File: src/rtl/irq_entry_pkg.sv
// Function
// RULE1: Timer, serial, synchronous serial, wake-up and converter requests are maskable interrupts.
// RULE2: Non-maskable request has top priority, raised on a falling edge of its pin.
// RULE3: Entry first lowers the interrupt stack pointer by four.
// RULE4: Entry then stores program counter and status word onto the interrupt stack.
// RULE5: Entry then clears global enable, trace pending and trace bits of the status word.
// RULE6: Entry then takes the vector number from the vector number register.
// RULE7: Vector doubled plus base pointer addresses the table entry, loaded into program counter.
// RULE8: Exception return reloads program counter and status word, raises stack pointer by four.
// RULE9: Each two-byte table entry gives address bits 1 to 16.
// RULE10: Routine address is the entry with a zero above and a zero below.
// RULE11: Base pointer is 21 bits; upper five bits and bit zero always read zero.
// RULE12: Table holds 32 word entries for vectors 0 to 31.
// RULE13: Maskable request n uses vector 16 plus n.
// RULE14: Non-maskable request uses vector 1; vectors 5 to 10 are traps.
// RULE15: Software places only routine addresses 0000 to BFFF in table entries.
// RULE16: Software loads the base pointer after reset before enabling interrupts.
// RULE17: Highest-numbered pending maskable request is served first.
// RULE18: Maskable requests are taken only when global and local enables are both one.
// RULE19: Vector register shows the highest pending enabled source when the entry reads it.
package irq_entry_pkg;

	// Register word indices on the plain port
	localparam logic [2:0] REG_BASE    = 3'h0;
	localparam logic [2:0] REG_ISP     = 3'h1;
	localparam logic [2:0] REG_PSW     = 3'h2;
	localparam logic [2:0] REG_IRQ_EN  = 3'h3;
	localparam logic [2:0] REG_VECTOR  = 3'h4;
	localparam logic [2:0] REG_STATUS  = 3'h5;

	// Status word bit positions
	localparam int PSW_T = 1;
	localparam int PSW_E = 9;
	localparam int PSW_P = 10;
	localparam int PSW_I = 11;

	// Reset values
	localparam logic [15:0] BASE_RST   = 16'h0000;
	localparam logic [15:0] ISP_RST    = 16'h0000;
	localparam logic [15:0] PSW_RST    = 16'h0000;
	localparam logic [15:0] IRQ_EN_RST = 16'h0000;

	// Vector numbers
	localparam logic [4:0] VEC_NMI     = 5'h01;
	localparam logic [4:0] VEC_SVC     = 5'h05;
	localparam logic [4:0] VEC_DVZ     = 5'h06;
	localparam logic [4:0] VEC_FLAG    = 5'h07;
	localparam logic [4:0] VEC_BPT     = 5'h08;
	localparam logic [4:0] VEC_TRACE   = 5'h09;
	localparam logic [4:0] VEC_UNDEF   = 5'h0a;
	localparam logic [4:0] VEC_MASK0   = 5'h10;

	// Stack frame size in bytes and word step inside it
	localparam logic [15:0] FRAME_BYTES = 16'h0004;
	localparam logic [15:0] WORD_BYTES  = 16'h0002;

	typedef enum logic [3:0] {
		ST_IDLE    = 4'b0000,
		ST_DEC     = 4'b0001,
		ST_PUSH_PC = 4'b0010,
		ST_PUSH_SW = 4'b0011,
		ST_CLR     = 4'b0100,
		ST_VEC     = 4'b0101,
		ST_FETCH   = 4'b0110,
		ST_LOAD    = 4'b0111,
		ST_RET_PC  = 4'b1000,
		ST_RET_SW  = 4'b1001,
		ST_RET_END = 4'b1010
	} entry_state_t;

	// Table entry to full routine address, zero above and below
	function automatic logic [20:0] entry_to_addr(input logic [15:0] entry);
		entry_to_addr = {4'h0, entry, 1'b0}; // [RULE9] [RULE10]
	endfunction : entry_to_addr

endpackage : irq_entry_pkg

File: src/rtl/vector_picker.sv
`timescale 1ns/100ps
`default_nettype none
module vector_picker (
	// Pending sources
	input  wire logic        nmi_i,
	input  wire logic [15:0] req_i,
	// Chosen source
	output logic             valid_o,
	output logic [4:0]       vector_o
);

	// Non-maskable first, then the highest-numbered maskable request
	always_comb begin
		valid_o  = 1'b0;
		vector_o = irq_entry_pkg::VEC_MASK0;
		if (nmi_i) begin
			valid_o  = 1'b1;
			vector_o = irq_entry_pkg::VEC_NMI; // [RULE2] [RULE14]
		end else begin
			for (int n = 0; n < 16; n++) begin
				if (req_i[n]) begin
					valid_o  = 1'b1;
					vector_o = irq_entry_pkg::VEC_MASK0 + 5'(n); // [RULE13] [RULE17]
				end
			end
		end
	end

endmodule : vector_picker
`default_nettype wire

File: src/rtl/irq_entry_dispatch.sv
`timescale 1ns/100ps
`default_nettype none
module irq_entry_dispatch (
	// Clock and reset
	input  wire logic        mclk_i,
	input  wire logic        sys_rst_i,
	// Register port
	input  wire logic [2:0]  reg_addr_i,
	input  wire logic [15:0] reg_wdata_i,
	input  wire logic        reg_we_i,
	input  wire logic        reg_re_i,
	output logic [15:0]      reg_rdata_o,
	// Interrupt sources
	input  wire logic [15:0] irq_i,
	input  wire logic        nmi_n_i,
	// Core side
	input  wire logic [20:0] pc_i,
	input  wire logic        exc_return_i,
	output logic             pc_load_o,
	output logic [20:0]      pc_value_o,
	output logic             busy_o,
	// Memory port, read data answered in the cycle the read strobe stands
	output logic [20:0]      mem_addr_o,
	output logic [15:0]      mem_wdata_o,
	output logic             mem_we_o,
	output logic             mem_re_o,
	input  wire logic [15:0] mem_rdata_i
);

	typedef struct packed {
		irq_entry_pkg::entry_state_t st;
		logic [15:0] base;
		logic [15:0] irq_stack_pointer;
		logic [15:0] psw;
		logic [15:0] irq_en;
		logic [4:0]  vec;
		logic        nmi_meta;
		logic        nmi_sync;
		logic        nmi_prev;
		logic        nmi_pend;
		logic [15:0] rdata;
		logic [20:0] mem_addr;
		logic [15:0] mem_wdata;
		logic        mem_we;
		logic        mem_re;
		logic        pc_load;
		logic [20:0] pc_value;
		logic        busy;
	} unit_state_t;

	unit_state_t s;
	unit_state_t next_s;

	logic        pick_valid;
	logic [4:0]  pick_vec;
	logic [15:0] live_req;
	logic        nmi_fall;
	logic        mask_ok;

	// Only requests enabled in the mask take part in the choice
	assign live_req = irq_i & s.irq_en; // [RULE1]
	assign nmi_fall = s.nmi_prev & ~s.nmi_sync; // [RULE2]
	assign mask_ok  = s.psw[irq_entry_pkg::PSW_I] & s.psw[irq_entry_pkg::PSW_E];

	vector_picker u_picker (
		.nmi_i    (s.nmi_pend),
		.req_i    (live_req),
		.valid_o  (pick_valid),
		.vector_o (pick_vec)
	);

	// Next-state logic for the whole unit
	always_comb begin
		next_s          = s;
		next_s.mem_we   = 1'b0;
		next_s.mem_re   = 1'b0;
		next_s.pc_load  = 1'b0;
		next_s.rdata    = 16'h0000;
		// Pin passes two flops before the edge detector sees it
		next_s.nmi_meta = nmi_n_i;
		next_s.nmi_sync = s.nmi_meta;
		next_s.nmi_prev = s.nmi_sync;

		// Register reads, data valid the cycle after the strobe
		if (reg_re_i) begin
			unique case (reg_addr_i)
				irq_entry_pkg::REG_BASE:   next_s.rdata = s.base;
				irq_entry_pkg::REG_ISP:    next_s.rdata = s.irq_stack_pointer;
				irq_entry_pkg::REG_PSW:    next_s.rdata = s.psw;
				irq_entry_pkg::REG_IRQ_EN: next_s.rdata = s.irq_en;
				irq_entry_pkg::REG_VECTOR: next_s.rdata = {11'h000, s.vec};
				irq_entry_pkg::REG_STATUS: next_s.rdata = {10'h000, s.nmi_pend, s.st != irq_entry_pkg::ST_IDLE, s.st};
				default:                   next_s.rdata = 16'h0000;
			endcase
		end

		// Register writes; stack pointer and status word are locked during a sequence
		if (reg_we_i) begin
			unique case (reg_addr_i)
				irq_entry_pkg::REG_BASE:   next_s.base = {reg_wdata_i[15:1], 1'b0}; // [RULE11]
				irq_entry_pkg::REG_IRQ_EN: next_s.irq_en = reg_wdata_i;
				irq_entry_pkg::REG_ISP: begin
					if (s.st == irq_entry_pkg::ST_IDLE) begin
						next_s.irq_stack_pointer = reg_wdata_i;
					end
				end
				irq_entry_pkg::REG_PSW: begin
					if (s.st == irq_entry_pkg::ST_IDLE) begin
						next_s.psw = reg_wdata_i;
					end
				end
				default: ;
			endcase
		end

		// Entry and return sequencer
		unique case (s.st)
			irq_entry_pkg::ST_IDLE: begin
				if (exc_return_i) begin
					next_s.mem_re   = 1'b1;
					next_s.mem_addr = {5'h00, s.irq_stack_pointer};
					next_s.st       = irq_entry_pkg::ST_RET_PC;
				end else if (s.nmi_pend || (pick_valid && mask_ok)) begin // [RULE18] [RULE2]
					next_s.st = irq_entry_pkg::ST_DEC;
				end
			end
			irq_entry_pkg::ST_DEC: begin
				next_s.irq_stack_pointer = s.irq_stack_pointer - irq_entry_pkg::FRAME_BYTES; // [RULE3]
				next_s.st  = irq_entry_pkg::ST_PUSH_PC;
			end
			irq_entry_pkg::ST_PUSH_PC: begin
				// Program counter word at the lower address, status word above it
				next_s.mem_we    = 1'b1;
				next_s.mem_addr  = {5'h00, s.irq_stack_pointer};
				next_s.mem_wdata = pc_i[16:1]; // [RULE4]
				next_s.st        = irq_entry_pkg::ST_PUSH_SW;
			end
			irq_entry_pkg::ST_PUSH_SW: begin
				next_s.mem_we    = 1'b1;
				next_s.mem_addr  = {5'h00, s.irq_stack_pointer + irq_entry_pkg::WORD_BYTES};
				next_s.mem_wdata = s.psw; // [RULE4]
				next_s.st        = irq_entry_pkg::ST_CLR;
			end
			irq_entry_pkg::ST_CLR: begin
				next_s.psw[irq_entry_pkg::PSW_I] = 1'b0; // [RULE5]
				next_s.psw[irq_entry_pkg::PSW_P] = 1'b0; // [RULE5]
				next_s.psw[irq_entry_pkg::PSW_T] = 1'b0; // [RULE5]
				next_s.st = irq_entry_pkg::ST_VEC;
			end
			irq_entry_pkg::ST_VEC: begin
				// Sampled now, so a request that rose during the push still wins
				next_s.vec = pick_valid ? pick_vec : irq_entry_pkg::VEC_MASK0; // [RULE6] [RULE19]
				if (pick_vec == irq_entry_pkg::VEC_NMI) begin
					next_s.nmi_pend = 1'b0;
				end
				next_s.st = irq_entry_pkg::ST_FETCH;
			end
			irq_entry_pkg::ST_FETCH: begin
				next_s.mem_re   = 1'b1;
				next_s.mem_addr = {5'h00, s.base} + {15'h0000, s.vec, 1'b0}; // [RULE7] [RULE12]
				next_s.st       = irq_entry_pkg::ST_LOAD;
			end
			irq_entry_pkg::ST_LOAD: begin
				next_s.pc_load  = 1'b1;
				next_s.pc_value = irq_entry_pkg::entry_to_addr(mem_rdata_i); // [RULE7] [RULE10]
				next_s.st       = irq_entry_pkg::ST_IDLE;
			end
			irq_entry_pkg::ST_RET_PC: begin
				next_s.pc_value = irq_entry_pkg::entry_to_addr(mem_rdata_i); // [RULE8]
				next_s.mem_re   = 1'b1;
				next_s.mem_addr = {5'h00, s.irq_stack_pointer + irq_entry_pkg::WORD_BYTES};
				next_s.st       = irq_entry_pkg::ST_RET_SW;
			end
			irq_entry_pkg::ST_RET_SW: begin
				next_s.psw = mem_rdata_i; // [RULE8]
				next_s.st  = irq_entry_pkg::ST_RET_END;
			end
			irq_entry_pkg::ST_RET_END: begin
				next_s.irq_stack_pointer     = s.irq_stack_pointer + irq_entry_pkg::FRAME_BYTES; // [RULE8]
				next_s.pc_load = 1'b1;
				next_s.st      = irq_entry_pkg::ST_IDLE;
			end
			default: next_s.st = irq_entry_pkg::ST_IDLE;
		endcase

		// A fresh edge beats the clear in the same cycle
		if (nmi_fall) begin
			next_s.nmi_pend = 1'b1; // [RULE2]
		end

		// Busy flag registered so the output comes straight from a flop
		next_s.busy = (next_s.st != irq_entry_pkg::ST_IDLE);
	end

	// State register; pin flops reset to idle-high so reset raises no edge
	always_ff @(posedge mclk_i or posedge sys_rst_i) begin
		if (sys_rst_i) begin
			s          <= '0;
			s.st       <= irq_entry_pkg::ST_IDLE;
			s.base     <= irq_entry_pkg::BASE_RST;
			s.irq_stack_pointer      <= irq_entry_pkg::ISP_RST;
			s.psw      <= irq_entry_pkg::PSW_RST;
			s.irq_en   <= irq_entry_pkg::IRQ_EN_RST;
			s.nmi_meta <= 1'b1;
			s.nmi_sync <= 1'b1;
			s.nmi_prev <= 1'b1;
		end else begin
			s <= next_s;
		end
	end

	// Outputs straight from the state flops
	assign reg_rdata_o = s.rdata;
	assign pc_load_o   = s.pc_load;
	assign pc_value_o  = s.pc_value;
	assign busy_o      = s.busy;
	assign mem_addr_o  = s.mem_addr;
	assign mem_wdata_o = s.mem_wdata;
	assign mem_we_o    = s.mem_we;
	assign mem_re_o    = s.mem_re;
endmodule : irq_entry_dispatch
`default_nettype wire

File: config.mk
export PLATFORM = sky130hd
export DESIGN_NAME = irq_entry_dispatch
export DESIGN_NICKNAME = d
export VERILOG_FILES = /design/src/rtl/irq_entry_pkg.sv /design/src/rtl/vector_picker.sv /design/src/rtl/irq_entry_dispatch.sv
export SDC_FILE = /design/constraint.sdc
export NUM_CORES = 1
export LEC_CHECK = 0
export BUFFER_PORTS_ARGS = -buffer_cell sky130_fd_sc_hd__buf_2
export CAP_MARGIN = 0
export CORE_MARGIN = 2
export CORE_UTILIZATION = 40
export DETAILED_ROUTE_END_ITERATION = 16
export SLEW_MARGIN = 25
export SYNTH_ARGS = -nofsm -noshare
export SYNTH_HDL_FRONTEND = slang
export SYNTH_SLANG_ARGS = --single-unit
File: constraint.sdc
create_clock -name mclk_i -period 4.28 [get_ports mclk_i]
set_clock_uncertainty 0.15 [all_clocks]
set_input_delay 0 -clock mclk_i [delete_from_list [all_inputs] [get_ports mclk_i]]
set_output_delay 0 -clock mclk_i [all_outputs]
set_load 0.005 [all_outputs]
---- Word level (Yosys, flattened, before mapping) ----
Index checks and enable logic that the tools add are counted.
storage, ports and cells
  bits in registers ....................... 149
  bits of input ports ..................... 78
cells by class
  bitwise logic cells ..................... 4
  reduce and logical (&&, ||, !) cells .... 30
  mux-type cells .......................... 59
  equality and inequality tests ........... 17
  $add $sub $neg .......................... 4
operator list
  operator                                                                number
  16-bit one-hot mux with 6 select lines                                  1
  21-bit one-hot mux with 4 select lines                                  1
  16-bit two-way mux                                                      5
  48-bit two-way mux                                                      1
  4-bit two-way mux                                                       11
  4-bit one-hot mux with 9 select lines                                   1
  17-bit one-hot mux with 2 select lines                                  1
  16-bit one-hot mux with 2 select lines                                  1
  1-bit two-way mux                                                       24
  21-bit two-way mux                                                      1
  3-bit nonzero test                                                      6
  16-bit by 6-bit adder with 17-bit output                                1
  16-bit by 2-bit adder with 16-bit output (second input constant)        1
  16-bit by 3-bit adder with 16-bit output (second input constant)        1
  16-bit bitwise AND                                                      1
  4-bit by 3-bit equality test with 1-bit output (second input constant)  4
  16-bit by 3-bit subtractor with 16-bit output (second input constant)   1
  4-bit equality test (second input constant)                             3
  3-bit two-way mux                                                       4
  2-bit nonzero test                                                      6
  4-bit nonzero test                                                      3
  5-bit two-way mux                                                       2
  3-bit AND reduction                                                     3
  4-bit by 2-bit equality test with 1-bit output (second input constant)  2
  18 further kinds                                                        29

---- Logic depth before layout (Yosys ltp) ----
  word-level depth ........................ 24
  gate-level depth with buffers ........... 9
  depth with buffers taken out ............ 9

---- By module ----
A second synthesis with hierarchy kept.
unflattened totals
  cell total of the unflattened synthesis .. 934
  area, all modules ....................... 8764.7 µm²
modules (own cells, without submodules)
  module              instances  cells each  area an instance (µm²)  seq. area each (µm²)
  irq_entry_dispatch  1          903         8588.2                  3632.2
  vector_picker       1          31          176.4                   0.0

---- Least setup slack after synthesis ----
No wires, ideal clock.
  path type ............................... flip-flop to flip-flop
  start point ............................. register s[154] in the netlist's numbering
  end point ............................... register s[130] in the netlist's numbering
  path slack .............................. 1.356 ns
  setup time .............................. 0.126 ns
  stages on the path, launching flop included .. 10
  required time ........................... 4.004 ns
  clock period less this slack ............ 2.924 ns
  data arrival time ....................... 2.648 ns
  cells stage by stage .................... dfrtp_1 > and4bb_2 > inv_1 > ha_1 > a211o_1 > a211o_1 > a31o_1 > a211oi_2 > nor3_1 > a221o_1
between the ends
  cells in the longest elaborated chain, start to end .. 3
  elaborated cells between the ends (all ways) .. 8
  those cells by class .................... 2 x eq/ne; 1 x mux; 5 x reduce/logical
ends and longest elaborated chain
  what                                         line                       text
  start: declaration                           irq_entry_dispatch.sv:51   unit_state_t s;
  start signal: assignment                     irq_entry_dispatch.sv:208  s <= next_s;
  4-bit equality test (tied with other cells)  irq_entry_dispatch.sv:117  unique case (s.st)
  3-bit nonzero test (no line)                 n/a
  3-bit AND reduction (no line)                n/a
Parallel ways exist; a longest one is shown, timed or not.
A chain may end at the register's enable or synchronous reset.

---- Worst setup path in the final report ----
  start point ............................. register s[151] in the netlist's numbering
  end point ............................... register s[134] in the netlist's numbering
The elaborated chain is that of the path after synthesis.

==> metrics.cfg <==
[logic_synthesis]
ys_seq_elements=145
ys.flop_type=dfrtp_1
synth_top_cell_by_area=dfrtp_1
syn_area_per_cell_um2=10.1
netlist_area_um2=8650
synth-edff-count=0
netlist_instances=857
synth-seq-area-share=0.420
yosys_warnings=0
synth_top_area_share=0.411
async_reset_ff_frac=1.00
ys_types=80
yosys-top-cells-area=dfrtp_1 41%, mux2_2 6.9%, buf_4 6.9%

[global_route]
track_usage=0.230
grt_pass1_wl_um=39200
antenna_found_initial=0
grt_overflow=0
grt_pass1_vias=6805
grt_max_degree=94

[critical_path]
crit_start=s[151]
cpPeakStageDelay_ns=0.40
rr_startpoint=s[151]
crit_type=reg2reg
start_kind=flip-flop
worstPathMaxFanout=16
crit_chain=and4bb_2 -> inv_1 -> ha_1 -> a211o_1 -> a211o_1 -> a21o_1 -> a311o_1 -> o311ai_0 -> a32oi_1
cpMostUsedCell=a211o_1
cp-end-kind=flip-flop
cp_slowest_cell=ha_1
arrival_ns=3.32
required_ns=4.40

[finish]
ff_latch_area_um2=3630
area_delta_synth_final_pct=19.2
utilization=0.487
diodes=0
multi_input_area_um2=4280
drive_above_1_share=0.267
fin_nets=1086
nFillCells=1969

[timing]
worstMarginPinSlew_ns=0.878
rsz0062_at_grt=false
finalCritPeriodShare=0.749
finalSetupTns_ns=0
slew_headroom=0.414
final_hold_viol_count=0
hold_ws_ns=0.0228
setup_viol=0
final_max_slew_viol_count=0
fmax_mhz=312
min_period_ns=3.20
finalWorstSetupSlack_ns=1.08

[power]
internal_power_mw=4.18
clkPwrFrac=0.204
power.leakage_nw=4.59
seqPwrFrac=0.346
swShare=0.421
p_total_mw=7.22
p_per_area_nw_per_um2=700
vdd_drop_max_uv=340
pwr-share-comb=0.450
p_switching_mw=3.04

[clock_network]
cts.clk_slew.worst_paths_ns=0.06
cts_resized=0
h-tree-depth=4
numClockSinks=145
cts_root_buf=clkbuf_16
clkLatencyLatePin_ns=0.44
cts_tree=yes
numCtsBuffers=17
cts_buffer_depth=2

[detailed_routing]
drt_iter0_drc=621
drc=0
wl_per_cell_um=20.1
dr.pass1.iters=7
routed_wl_um=25600
via_per_inst=5.56
vias=7095
ant_nets=0

[floorplan]
die_area_um2=22800
initial_core_util=0.409
pin_count=156
fp.dieH_um=151
fp.coreArea_um2=21200
row_count=53
die_w_um=151

[place]
hpwl_um=18700
portBuffers=141
gp_congestion=0.864
pre_cts_slack_ns=1.11

[hold_path]
hold_class=in2reg
holdCritStartpoint=irq_i[10]

[flow_run]
drv_cap=0

[status]
status=finished clean

[metrics by stage]
| stage | cells | cell area (µm²) |
|---|---|---|
| 6_report | 1276 | 10300 |
| 2_1_floorplan | 865 | 8680 |
| 3_5_place_dp | 1180 | 9080 |
| 4_1_cts | 1276 | 10300 |
| 5_1_grt | 1276 | 10300 |
| 3_3_place_gp | 1180 | 9080 |
[sequential cells by signal (all words and copies together), names as in the netlist]
name,cells
s,74
mem_addr_o,17
mem_wdata_o,16
pc_value_o,16
reg_rdata_o,16
next_s,2
busy_o,1
mem_re_o,1
mem_we_o,1
pc_load_o,1
[area by class of cell]
type                       instances  share of cell area
multi-input combinational        597               0.415
sequential                       145               0.352
timing repair buffer             217               0.139
clock buffer                      18              0.0426
tap                              275              0.0334
clock inverter                    14              0.0136
inverter                          10             0.00413
[worst paths after layout]
check | endpoint | slack [ns] | depth (start not counted)
min in group asynchronous | mem_wdata_o[12] | 0.14 | 3
worst min-delay path | s[85] | 0.02 | 4
worst max-delay path | s[134] | 1.08 | 9
worst min register to register | next_s[79] | 0.21 | 0
worst max register to register | s[134] | 1.08 | 9
max in group asynchronous | s[133] | 2.89 | 4
[power groups by stage]
stage / Clock, mW / Sequential (mW) / Combinational [mW]
6_report: 1.47 / 2.49 / 3.25
5_1_grt: 1.55 / 2.55 / 3.64
4_1_cts: 1.49 / 2.48 / 3.25
3_5_place_dp: 0 / 2.51 / 3.16
3_3_place_gp: 0 / 2.50 / 3.12
2_1_floorplan: 0 / 2.24 / 2.66
[placed cells by master, fill, tap and decap left out, types with 10 or more instances in the layout]
cell and count:
and3_1 19, nand2_1 70, nor2b_1 18, buf_4 12, mux4_2 11, a31oi_1 10, clkbuf_16 17, nand3_1 15
mux2_2 53, dfrtp_1 142, dlygate4sd3_1 64, xor2_1 16, xnor2_1 13, ha_1 18, mux2i_1 22, o21ai_0 39
nor2_1 58, a21oi_1 67, a22oi_1 17, buf_2 141
[critical path, delay by kind of cell (launching register included)]
kind,cells,cell delay [ns]
adders and majority gates,1,0.40
and+or+nand+nor,1,0.39
buffers and inverters,1,0.30
AOI/OAI and AO/OA,6,1.43
DFF,1,0.38
[cells in the mapped netlist (7+ instances only)]
| master | n |
|---|---|
| nand3_1 | 15 |
| o21ai_0 | 39 |
| nor3_1 | 8 |
| mux4_2 | 11 |
| a31oi_1 | 10 |
| xor2_1 | 16 |
| buf_4 | 79 |
| nor2b_1 | 18 |
| xnor2_1 | 13 |
| mux2_2 | 53 |
| inv_1 | 10 |
| dfrtp_1 | 142 |
| ha_1 | 18 |
| mux2i_1 | 22 |
| o22ai_1 | 7 |
| a22oi_1 | 17 |
| buf_2 | 17 |
| a21o_1 | 9 |
| a21oi_1 | 67 |
| a22o_1 | 7 |
| nand2_1 | 70 |
| nor2_1 | 58 |
| and3_1 | 19 |
| clkbuf_1 | 14 |
[layer usage]
layer / GRT usage / share of wire / wire (µm)
met5: 0 / 0 / 0
met4: 0.0659 / 0.018 / 459
met3: 0.0443 / 0.058 / 1490
met2: 0.370 / 0.48 / 12200
met1: 0.317 / 0.45 / 11500
[cell families after synthesis]
kind of cell | after synthesis | synth area share
fa+ha+maj | 20 | 0.0307
other cells | 1 | 0.000434
buf+inv | 123 | 0.0910
xor+xnor | 29 | 0.0294
flops | 145 | 0.420
compound gates | 219 | 0.167
mux | 86 | 0.123
simple gates | 234 | 0.138
[what timing repair did]
| action | CTS | global route |
|---|---|---|
| setup buffers | 0 | 0 |
| endpoints found under the setup margin | 0 | 0 |
| hold endpoints to repair | 201 | 0 |
| hold buffers | 64 | 0 |
No activity file was read; power rests on OpenSTA's default activity.
